[config.mk]
export PLATFORM = sky130hd
export DESIGN_NAME = mts_trigger_select
export DESIGN_NICKNAME = d
export VERILOG_FILES = /design/src/design/mts_pkg.sv /design/src/design/mts_level_det.sv /design/src/design/mts_trigger_select.sv
export VERILOG_INCLUDE_DIRS = /design/src /design/src/design
export SDC_FILE = /design/constraint.sdc
export NUM_CORES = 1
export LEC_CHECK = 0
export ABC_CLOCK_PERIOD_IN_PS = 10050
export BUFFER_PORTS_ARGS = -buffer_cell sky130_fd_sc_hd__buf_2
export CORE_ASPECT_RATIO = 2
export CORE_MARGIN = 2
export CORE_UTILIZATION = 30
export DETAILED_ROUTE_END_ITERATION = 7
export PLACE_DENSITY_LB_ADDON = 0.08
export SYNTH_ARGS = -nofsm -noshare
export SYNTH_HDL_FRONTEND = slang
export SYNTH_HIERARCHICAL = 1
export SYNTH_SLANG_ARGS = --single-unit
export TNS_END_PERCENT = 30
[constraint.sdc]
create_clock -name core_clk -period 10.05 [get_ports core_clk]
set_clock_uncertainty 0.15 [all_clocks]
set_input_delay 1.005 -clock core_clk [delete_from_list [all_inputs] [get_ports core_clk]]
set_output_delay 1.005 -clock core_clk [all_outputs]
set_load 0.02 [all_outputs]
[src/design/mts_defs.svh]
`ifndef MTS_DEFS_SVH
`define MTS_DEFS_SVH
`define MTS_ADDR_SRC      12'h000
`define MTS_ADDR_CTRL     12'h004
`define MTS_ADDR_VTHR     12'h008
`define MTS_ADDR_ITHR     12'h00c
`define MTS_ADDR_VFS      12'h010
`define MTS_ADDR_IFS      12'h014
`define MTS_ADDR_CMD      12'h018
`define MTS_ADDR_STAT     12'h01c
`define MTS_ADDR_PINS     12'h020
`define MTS_CTRL_FWD_BIT  0
`define MTS_CTRL_VSLP_BIT 1
`define MTS_CTRL_ISLP_BIT 2
`define MTS_CMD_TRIG_BIT  0
`define MTS_CMD_INIT_BIT  1
`define MTS_CMD_ABORT_BIT 2
`define MTS_THR_MIN       16'h0000
`define MTS_VFS_RST       16'hffff
`define MTS_IFS_RST       16'hffff
// Hysteresis = full scale * 0.0005 = full scale * 1 / 2000
`define MTS_HYST_DIV      32'd2000
`endif

[src/design/mts_pkg.sv]
package mts_pkg;
  typedef enum logic [2:0] {
    MTS_SRC_BUS, MTS_SRC_CURR, MTS_SRC_EXT, MTS_SRC_PIN, MTS_SRC_TRAN, MTS_SRC_VOLT
  } mts_src_type;
  typedef struct packed {
    mts_src_type kind;
    logic [2:0]  index;
  } mts_sel_type;
  typedef struct packed {
    logic [3:0][15:0] volt;
    logic [3:0][15:0] curr;
  } mts_meas_type;
  typedef struct packed {
    logic        armed;
    logic        fire;
  } mts_lvl_type;
endpackage : mts_pkg

[src/design/mts_level_det.sv]
`timescale 1ns/1ps
// One level comparator with rising/falling select and hysteresis taken from the hyst input
module mts_level_det
  import mts_pkg::*;
(
  input  wire logic        core_clk,
  input  wire logic        rst_n,
  input  wire logic [15:0] sample,
  input  wire logic [15:0] threshold,
  input  wire logic [15:0] hyst,
  input  wire logic        falling,
  output logic             fire
);
  mts_lvl_type st_q;
  mts_lvl_type st_d;
  logic [16:0] rearm_hi;
  logic [16:0] rearm_lo;
  logic        past;
  logic        back;

  always_comb
  begin
    rearm_hi = {1'b0, threshold} + {1'b0, hyst};
    rearm_lo = {1'b0, threshold} - {1'b0, hyst};
    // Underflow of rearm_lo shows in bit 16; then nothing is below it
    past = falling ? (sample <= threshold) : (sample >= threshold);
    back = falling ? ({1'b0, sample} >= rearm_hi)
                   : (!rearm_lo[16] && ({1'b0, sample} <= rearm_lo));
    st_d = st_q;
    st_d.fire = 1'b0;
    if (st_q.armed && past)
    begin
      st_d.fire  = 1'b1;
      st_d.armed = 1'b0;
    end
    else if (!st_q.armed && back)
    begin
      st_d.armed = 1'b1;
    end
  end

  always_ff @(posedge core_clk)
  begin
    if (!rst_n)
      st_q <= '0;
    else
      st_q <= st_d;
  end

  assign fire = st_q.fire;
endmodule : mts_level_det

[src/design/mts_trigger_select.sv]
// The implementer's own choices: register access over APB and the address map.
`timescale 1ns/1ps
`include "mts_defs.svh"
// Measurement trigger select for one channel, APB register access
module mts_trigger_select
  import mts_pkg::*;
(
  input  wire logic        core_clk,
  input  wire logic        rst_n,
  input  wire logic        psel,
  input  wire logic        penable,
  input  wire logic        pwrite,
  input  wire logic [11:0] paddr,
  input  wire logic [31:0] pwdata,
  output logic      [31:0] prdata,
  output logic             pready,
  output logic             pslverr,
  input  wire mts_meas_type meas,
  input  wire logic [3:0]  tran_event,
  input  wire logic [6:0]  pin_in,
  input  wire logic [6:0]  pin_is_trig_in,
  input  wire logic [6:0]  pin_is_trig_out,
  input  wire logic        ext_trig_any,
  input  wire logic        meas_done,
  output logic             meas_trigger,
  output logic             meas_active,
  output logic             waiting_for_measure_trigger_bit,
  output logic [6:0]       pin_trig_out
);
  typedef struct packed {
    mts_sel_type measure_trigger_source_select;
    logic        trigger_forward_enable;
    logic        volt_falling;
    logic        current_crossing_direction;
    logic [15:0] voltage_threshold_setting;
    logic [15:0] current_threshold_setting;
    logic [15:0] volt_full_scale;
    logic [15:0] curr_full_scale;
    logic        active;
    logic        waiting;
    logic        trig;
    logic [6:0]  pin_out;
    logic [6:0]  pin_prev;
    logic [6:0]  pin_last;
    logic [31:0] rdata;
    logic        ready;
    logic        err;
  } mts_state_type;

  mts_state_type st_q;
  mts_state_type st_d;
  logic [15:0]   v_sample;
  logic [15:0]   i_sample;
  logic [15:0]   v_hyst;
  logic [15:0]   i_hyst;
  logic          v_fire;
  logic          i_fire;
  logic          bus_trig;
  logic          src_event;
  logic          setup;
  logic          wr_access;
  logic          sel_ok;
  logic [2:0]    ch;
  logic [2:0]    pidx;

  // Channel index 1..4 maps to samples 0..3
  assign ch       = st_q.measure_trigger_source_select.index - 3'd1;
  assign v_sample = meas.volt[ch[1:0]];
  assign i_sample = meas.curr[ch[1:0]];
  assign v_hyst   = 16'((32'(st_q.volt_full_scale)) / `MTS_HYST_DIV);
  assign i_hyst   = 16'((32'(st_q.curr_full_scale)) / `MTS_HYST_DIV);

  // Hazard: comparator state tracks whichever channel is selected now
  mts_level_det u_vdet (
    .core_clk  (core_clk),
    .rst_n     (rst_n),
    .sample    (v_sample),
    .threshold (st_q.voltage_threshold_setting),
    .hyst      (v_hyst),
    .falling   (st_q.volt_falling),
    .fire      (v_fire)
  );
  mts_level_det u_idet (
    .core_clk  (core_clk),
    .rst_n     (rst_n),
    .sample    (i_sample),
    .threshold (st_q.current_threshold_setting),
    .hyst      (i_hyst),
    .falling   (st_q.current_crossing_direction),
    .fire      (i_fire)
  );

  assign setup     = psel && !penable;
  assign wr_access = psel && penable && pwrite && st_q.ready;
  assign bus_trig  = wr_access && paddr == `MTS_ADDR_CMD && pwdata[`MTS_CMD_TRIG_BIT];
  assign pidx      = st_q.measure_trigger_source_select.index - 3'd1;

  // Source selection: pin, current, transient and voltage check their index ranges; bus and external take any index
  always_comb
  begin
    sel_ok = 1'b0;
    case (mts_src_type'(pwdata[6:4]))
      MTS_SRC_BUS:  sel_ok = 1'b1;
      MTS_SRC_EXT:  sel_ok = 1'b1;
      MTS_SRC_PIN:  sel_ok = pwdata[2:0] >= 3'd1;
      MTS_SRC_CURR: sel_ok = pwdata[2:0] >= 3'd1 && pwdata[2:0] <= 3'd4;
      MTS_SRC_TRAN: sel_ok = pwdata[2:0] >= 3'd1 && pwdata[2:0] <= 3'd4;
      MTS_SRC_VOLT: sel_ok = pwdata[2:0] >= 3'd1 && pwdata[2:0] <= 3'd4;
      default:      sel_ok = 1'b0;
    endcase
  end

  always_comb
  begin
    src_event = 1'b0;
    case (st_q.measure_trigger_source_select.kind)
      MTS_SRC_BUS:  src_event = bus_trig;
      MTS_SRC_CURR: src_event = i_fire;
      MTS_SRC_VOLT: src_event = v_fire;
      MTS_SRC_EXT:  src_event = ext_trig_any || |(pin_in & pin_is_trig_in);
      MTS_SRC_PIN:  src_event = pin_is_trig_in[pidx] && pin_in[pidx]
                                && !st_q.pin_prev[pidx];
      MTS_SRC_TRAN: src_event = tran_event[ch[1:0]];
      default:      src_event = 1'b0;
    endcase
  end

  always_comb
  begin
    st_d          = st_q;
    st_d.ready    = setup;
    st_d.err      = 1'b0;
    st_d.trig     = src_event;
    st_d.pin_prev = pin_in;
    // Every event while active is forwarded, not only the first
    st_d.pin_out  = (st_q.trigger_forward_enable && st_q.active && src_event)
                    ? pin_is_trig_out : 7'h00;
    if (src_event && st_q.active)
      st_d.waiting = 1'b0;
    // The pulse is gone before software can read it; keep the last pattern
    if (st_d.pin_out != 7'h00)
      st_d.pin_last = st_d.pin_out;
    // Decode in setup so data and error stand with pready in the access cycle
    if (setup)
    begin
      st_d.rdata = 32'h0;
      if (paddr == `MTS_ADDR_SRC)
      begin
        st_d.rdata[6:0] = {st_q.measure_trigger_source_select.kind, 1'b0,
                           st_q.measure_trigger_source_select.index};
        st_d.err        = pwrite && !sel_ok;
      end
      else if (paddr == `MTS_ADDR_CTRL)
      begin
        st_d.rdata[2:0] = {st_q.current_crossing_direction, st_q.volt_falling,
                           st_q.trigger_forward_enable};
      end
      else if (paddr == `MTS_ADDR_VTHR)
      begin
        st_d.rdata[15:0] = st_q.voltage_threshold_setting;
      end
      else if (paddr == `MTS_ADDR_ITHR)
      begin
        st_d.rdata[15:0] = st_q.current_threshold_setting;
      end
      else if (paddr == `MTS_ADDR_VFS)
      begin
        st_d.rdata[15:0] = st_q.volt_full_scale;
      end
      else if (paddr == `MTS_ADDR_IFS)
      begin
        st_d.rdata[15:0] = st_q.curr_full_scale;
      end
      else if (paddr == `MTS_ADDR_CMD)
      begin
        st_d.rdata = 32'h0;
      end
      else if (paddr == `MTS_ADDR_STAT)
      begin
        st_d.rdata[1:0] = {st_q.waiting, st_q.active};
      end
      else if (paddr == `MTS_ADDR_PINS)
      begin
        st_d.rdata[6:0] = st_q.pin_last;
      end
      else
      begin
        st_d.err = 1'b1;
      end
    end
    // Writes land only at the access edge; a refused source code keeps the old one
    if (wr_access)
    begin
      if (paddr == `MTS_ADDR_SRC)
      begin
        if (sel_ok)
          st_d.measure_trigger_source_select = mts_sel_type'({pwdata[6:4], pwdata[2:0]});
      end
      else if (paddr == `MTS_ADDR_CTRL)
      begin
        st_d.trigger_forward_enable     = pwdata[`MTS_CTRL_FWD_BIT];
        st_d.volt_falling               = pwdata[`MTS_CTRL_VSLP_BIT];
        st_d.current_crossing_direction = pwdata[`MTS_CTRL_ISLP_BIT];
      end
      else if (paddr == `MTS_ADDR_VTHR)
        st_d.voltage_threshold_setting = pwdata[15:0];
      else if (paddr == `MTS_ADDR_ITHR)
        st_d.current_threshold_setting = pwdata[15:0];
      else if (paddr == `MTS_ADDR_VFS)
        st_d.volt_full_scale = pwdata[15:0];
      else if (paddr == `MTS_ADDR_IFS)
        st_d.curr_full_scale = pwdata[15:0];
      else if (paddr == `MTS_ADDR_CMD)
      begin
        if (pwdata[`MTS_CMD_INIT_BIT])
        begin
          st_d.active  = 1'b1;
          st_d.waiting = 1'b1;
        end
        if (pwdata[`MTS_CMD_ABORT_BIT])
        begin
          st_d.active  = 1'b0;
          st_d.waiting = 1'b0;
        end
      end
    end
    // Completion wins over a same-cycle initiate; the run has ended
    if (meas_done)
    begin
      st_d.active                 = 1'b0;
      st_d.waiting                = 1'b0;
      st_d.trigger_forward_enable = 1'b0;
    end
  end

  always_ff @(posedge core_clk)
  begin
    if (!rst_n)
    begin
      st_q <= '0;
      st_q.measure_trigger_source_select.kind <= MTS_SRC_BUS;
      st_q.voltage_threshold_setting <= `MTS_THR_MIN;
      st_q.current_threshold_setting <= `MTS_THR_MIN;
      st_q.volt_full_scale <= `MTS_VFS_RST;
      st_q.curr_full_scale <= `MTS_IFS_RST;
    end
    else
      st_q <= st_d;
  end

  assign prdata                          = st_q.rdata;
  assign pready                          = st_q.ready;
  assign pslverr                         = st_q.err;
  assign meas_trigger                    = st_q.trig;
  assign meas_active                     = st_q.active;
  assign waiting_for_measure_trigger_bit = st_q.waiting;
  assign pin_trig_out                    = st_q.pin_out;
endmodule : mts_trigger_select

### Word level (Yosys, flattened, before mapping)

Cells that the tools add are included.

| word-level totals | value |
|---|---|
| register bits after elaboration | 135 |
| word-level logic and storage cells | 166 |
| output and inout bits | 44 |

| operators by class | value |
|---|---|
| div/mod/pow operators | 2 |
| equality and inequality tests | 18 |
| muxes and demuxes | 53 |
| reductions and logical operators | 46 |
| add/subtract/negate cells | 5 |
| $lt $le $gt $ge | 12 |
| bitwise gates (word level) | 8 |

Operator list:

| cell | count |
|---|---|
| two-way mux 16 bit | 6 |
| binary-select mux 16 bit (select 2 bit) | 2 |
| divider 16 x 11 -> 32 bit, second input constant | 2 |
| equality test 12 x 5 -> 1 bit, second input constant | 4 |
| adder 16 x 16 -> 17 bit | 2 |
| greater-or-equal comparator 16 x 17 -> 1 bit | 2 |
| less-or-equal comparator 16 x 17 -> 1 bit | 2 |
| subtractor 16 x 16 -> 17 bit | 2 |
| greater-or-equal comparator 16 bit | 2 |
| less-or-equal comparator 16 bit | 2 |
| two-way mux 1 bit | 28 |
| two-way mux 7 bit | 4 |
| two-way mux 25 bit | 1 |
| equality test 12 x 4 -> 1 bit, second input constant | 2 |
| logical AND 1 bit | 19 |
| two-way mux 13 bit | 1 |
| equality test 12 x 3 -> 1 bit, second input constant | 1 |
| equality test 12 x 6 -> 1 bit, second input constant | 1 |
| equality test 3 x 2 -> 1 bit, second input constant | 4 |
| equality test 3 bit, second input constant | 4 |
| logical NOT 12 bit | 1 |
| binary-select mux 1 bit (select 3 bit) | 3 |
| AND reduction 9 bit | 1 |
| OR reduction 2 bit | 4 |
| 27 further kinds | 44 |

### Longest topological paths before layout

| depth | value |
|---|---|
| depth in word-level cells | 18 |
| depth in mapped cells | 38 |
| depth with buffers taken out | 34 |

### Cells and area by module

Netlist, hierarchy kept.

Modules (own cells, without submodules):

| module | times used | seq. area each (um^2) | area an instance (um^2) | cells an instance |
|---|---|---|---|---|
| mts_trigger_select | 1 | 2302.2 | 8540.7 | 1086 |
| mts_level_det | 2 | 40.0 | 2671.3 | 354 |

### Worst setup path before layout

No wires, ideal clock.

| path | value |
|---|---|
| path kind | register -> register |
| start point | register st_q[86] (netlist name) |
| end point | register u_vdet/st_q[1] (netlist name) |
| stages on the path, launching flop included | 37 |
| arrival time | 7.855 ns |
| buffers on the path | 4 |
| library setup time | 0.091 ns |
| setup slack | 1.954 ns |
| path through | dfxtp_1 > buf_2 > nand4_2 > buf_6 > nor2_1 > ha_1 > nand2b_1 > buf_2 > a21oi_2 > a221oi_1 > mux2i_1 > a41oi_2 > buf_6 > a2111oi_4 > o21ai_1 > a221oi_2 > nand3_1 > and2_4 > or4_1 > and3_1 > o31ai_1 > ha_1 > inv_1 > fa_1 > or2_1 > a221oi_2 > o211ai_1 > o31ai_1 > a21oi_1 > or4_1 > nand3_1 > ha_1 > o21a_1 > nor2_1 > or4b_2 > a211o_1 > a311oi_1 |

| between the ends | value |
|---|---|
| cells in the longest elaborated chain, start to end | 6 |

Ends and longest elaborated chain:

| item | line | source |
|---|---|---|
| start, declared | mts_trigger_select.sv:50 | `mts_state_type st_q;` |
| start signal, assigned | mts_trigger_select.sv:248 | `st_q <= st_d;` |
| divider 16 x 11 -> 32 bit (no line) (*) | -- |  |
| named net v_hyst[0] | mts_trigger_select.sv:54 | `logic [15:0] v_hyst;` |
| subtractor 16 x 16 -> 17 bit | mts_level_det.sv:24 | `rearm_lo = {1'b0, threshold} - {1'b0, hyst};` |
| less-or-equal comparator 16 x 17 -> 1 bit / logical NOT 1 bit (equally long branches) | mts_level_det.sv:28 | `: (!rearm_lo[16] && ({1'b0, sample} <= rearm_lo));` |
| logical AND 1 bit | mts_level_det.sv:28 |  |
| two-way mux 1 bit (*) | mts_level_det.sv:27 | `back = falling ? ({1'b0, sample} >= rearm_hi)` |
| logical AND 1 bit (*) | mts_level_det.sv:36 | `else if (!st_q.armed && back)` |
| end signal, assigned | mts_level_det.sv:47 | `st_q <= st_d;` |
| end, declared | mts_level_det.sv:14 | `mts_lvl_type st_q;` |

The timed path passes the listed nets; every way through them passes the cells marked *.
A chain may end at the register's enable or synchronous reset.

### Final worst setup path

| path | value |
|---|---|
| start point | register st_q[85] (netlist name) |
| end point | register u_vdet/st_q[1] (netlist name) |

The elaborated chain is that of the path after synthesis.

==> results.sh <==
export IMPL_status="complete, no violations"
export IMPL_cts_tree="yes"
export IMPL_setup_viol_count_final=0
export IMPL_hold_depth=2
export IMPL_tightest_slew_ps=1222
export IMPL_period_minus_slack_ps=9385
export IMPL_fin_area_mm2=0.01603
export IMPL_synth_top_area_cell="dfxtp_1"
export IMPL_vdd_drop_max_mv=0.1002
export IMPL_max_stage_delay_ps=560
export IMPL_area_growth_pct=15.44
export IMPL_post_place_ws_ps=699.3
export IMPL_cts_root_buffer="clkbuf_16"
export IMPL_clkTransAtPathRegs_ps=60
export IMPL_power_mw=1.307
export IMPL_rsz0062_at_grt="false"
export IMPL_drc=0
export IMPL_drive_gt1_share_pct=19.21
export IMPL_ys_warn_count=6
export IMPL_grt_max_degree=61
export IMPL_yosysSeqAreaShare_pct=17.16
export IMPL_ff2ff_path_depth=35
export IMPL_synth_flop_cell="dfxtp_1"
export IMPL_yosys_top_cells_count="202 x nand2_1, 163 x ha_1, 135 x inv_1"
export IMPL_clkLatencyLatePin_ps=440
export IMPL_vias_per_cell=5.450
export IMPL_postLayoutSetupSlackWorst_ps=665.3
export IMPL_die_area_mm2=0.04812
export IMPL_cts_sinks=119
export IMPL_die_w_um=156.1
export IMPL_fin_hold_ws_ps=326.5
export IMPL_cp_arrival_ps=9590
export IMPL_antenna_found_initial=3
export IMPL_setup_tns_ps=0
export IMPL_io_pins=248
export IMPL_crit_type="reg -> reg"
export IMPL_slew_headroom_pct=17.44
export IMPL_grt_pass1_wl_mm=81.10
export IMPL_synth_area_leaders="dfxtp_1 17%, ha_1 15%, nand2_1 5.5%"
export IMPL_nets=2352
export IMPL_postRouteAntennaNets=0
export IMPL_initial_core_util_pct=30.29
export IMPL_fin_cells=2559
export IMPL_drt_first_pass_iters=5
export IMPL_overflow=0
export IMPL_yosysMostFrequentCell="nand2_1"
export IMPL_synth_enable_flop_cells=0
export IMPL_die_h_um=308.2
export IMPL_drv_cap=0
export IMPL_syn_area_per_cell_um2=7.739
export IMPL_power_leakage_nw=6.831
export IMPL_place_hpwl_mm=45.15
export IMPL_antennaDiodeCount=0
export IMPL_cp_required_ps=10250
export IMPL_drt_initial_drc_count=578
export IMPL_syn_inst=1794
export IMPL_async_flop_share_pct=0
export IMPL_dp_cells=2527
export IMPL_synth_ff_latch_count=119
export IMPL_track_usage_pct=22.43
export IMPL_cp_end_kind="register"
export IMPL_place_gp_congestion=0.8805
export IMPL_critPathSlowestCell="dfxtp_1"
export IMPL_p_per_area_mw_per_mm2=81.53
export IMPL_synth_cell_type_count=100
export IMPL_clk_path_buf_depth=2
export IMPL_first_global_vias=13750
export IMPL_io_buffers=215
export IMPL_routed_wl_mm=54.75
export IMPL_hold_violations=0
export IMPL_hold_class="reg -> reg"
export IMPL_placementRows=111
export IMPL_startpoint_type="register"
export IMPL_report_final_slew_viol_count=0
export IMPL_fin_util_pct=34.97
export IMPL_syn_area_mm2=0.01388
export IMPL_core_area_mm2=0.04583
export IMPL_numCtsBuffers=17
export IMPL_netlist_area_leader_share_pct=17.16
export IMPL_min_period_over_period_pct=93.38
export IMPL_dpl_instance_area_mm2=0.01542
export IMPL_htree_levels=4
export IMPL_cp_max_fo=11
export IMPL_vias=13950
export IMPL_wl_per_cell_um=21.39
export IMPL_fmax_mhz=106.6
==> power by group <==
| group | total (mW) | switching [mW] | leakage, nW | internal (mW) |
|---|---|---|---|---|
| clock network | 0.628 | 0.248 | 0.286 | 0.380 |
| registers | 0.477 | 0.00223 | 0.964 | 0.475 |
| logic | 0.202 | 0.116 | 5.58 | 0.0857 |
| total | 1.31 | 0.366 | 6.83 | 0.941 |
==> per-layer routing <==
| layer | track usage, % | part of all wire [%] | vias to the layer above |
|---|---|---|---|
| li1 | - | - | 6812 |
| met1 | 22.66 | 36 | 6616 |
| met2 | 44.00 | 55 | 409 |
| met3 | 2.768 | 4.0 | 108 |
| met4 | 11.54 | 5.2 | 2 |
| met5 | 0 | 0.016 | - |
==> critical path, delay by kind of cell (launching register included) <==
kind | cells | cell delay [ps]
xor+xnor | 1 | 200
simple gates | 8 | 2080
mux | 1 | 320
buf+inv | 3 | 510
flops | 1 | 560
fa+ha+maj | 4 | 1100
compound gates | 18 | 4380
==> layout make-up <==
| class | instances | area [µm²] |
|---|---|---|
| sequential | 119 | 2386 |
| timing repair buffer | 250 | 1341 |
| multi-input combinational | 1457 | 10480 |
| fill | 4949 | 29800 |
| clock buffer | 19 | 452.9 |
| inverter | 136 | 510.5 |
| clock inverter | 13 | 146.4 |
| tap | 565 | 706.9 |
==> state kept, by name, indices dropped and copies added, names as in the netlist <==
signal and flops:
meas_active 1, u_vdet/st_q 1, prdata 16, meas_trigger 1
u_vdet/fire 1, waiting_for_measure_trigger_bit 1, u_idet/st_q 1, st_q 87
u_idet/fire 1, pin_trig_out 7, pready 1, pslverr 1
==> path summary, 6_finish.rpt <==
kind | start | end | slack (ps)
max reg2reg | st_q[85] | u_vdet/st_q[1] | 670
min | st_q[81] | st_q[81] | 330
min reg2reg | st_q[81] | st_q[81] | 330
max | st_q[85] | u_vdet/st_q[1] | 670
==> layout by cell type, fill, tap and decap left out, types with 11 or more instances in the layout <==
master	netlist	layout
buf_2	24	214
nand2_1	202	202
ha_1	163	162
inv_1	135	135
a21oi_1	120	120
dfxtp_1	119	118
nor2_1	110	110
o21ai_0	82	82
conb_1	1	56
nand3_1	53	53
xnor2_1	50	50
nor3_1	42	40
buf_4	40	36
a21boi_0	35	35
nor2b_1	34	34
mux4_2	33	33
nand2b_1	27	27
nand4_1	24	24
o211ai_1	22	22
a21o_1	21	21
xor2_1	20	20
a22oi_1	19	19
or2_2	17	17
and3_1	17	17
clkbuf_16	0	17
a211oi_1	16	16
and2_1	16	16
a31oi_1	16	16
mux2i_1	15	15
o22ai_1	15	15
a221oi_1	13	13
o21bai_1	13	13
o31ai_1	12	12
nor4_1	12	11
==> cell families (layout without fill, tap and decap cells) <==
| family | Yosys count | after routing | share of synthesized area (%) |
|---|---|---|---|
| other | 1 | 56 | 0.02701 |
| AO/OA/AOI/OAI | 511 | 511 | 25.90 |
| AND/OR/NAND/NOR | 596 | 596 | 20.94 |
| XOR/XNOR | 70 | 70 | 4.416 |
| buffers and inverters | 273 | 418 | 9.003 |
| adder cells (fa/ha/maj) | 171 | 171 | 15.56 |
| multiplexers | 53 | 53 | 7.002 |
| flip-flops | 119 | 119 | 17.16 |
==> what timing repair did <==
| item | 4_1_cts | 5_1_grt |
|---|---|---|
| buffers inserted | 0 | 0 |
| hold buffers | 0 | 0 |
| setup endpoints to repair | 0 | 1 |
| resized for setup | 0 | 1 |
Power figures use the tool's default switching activity.
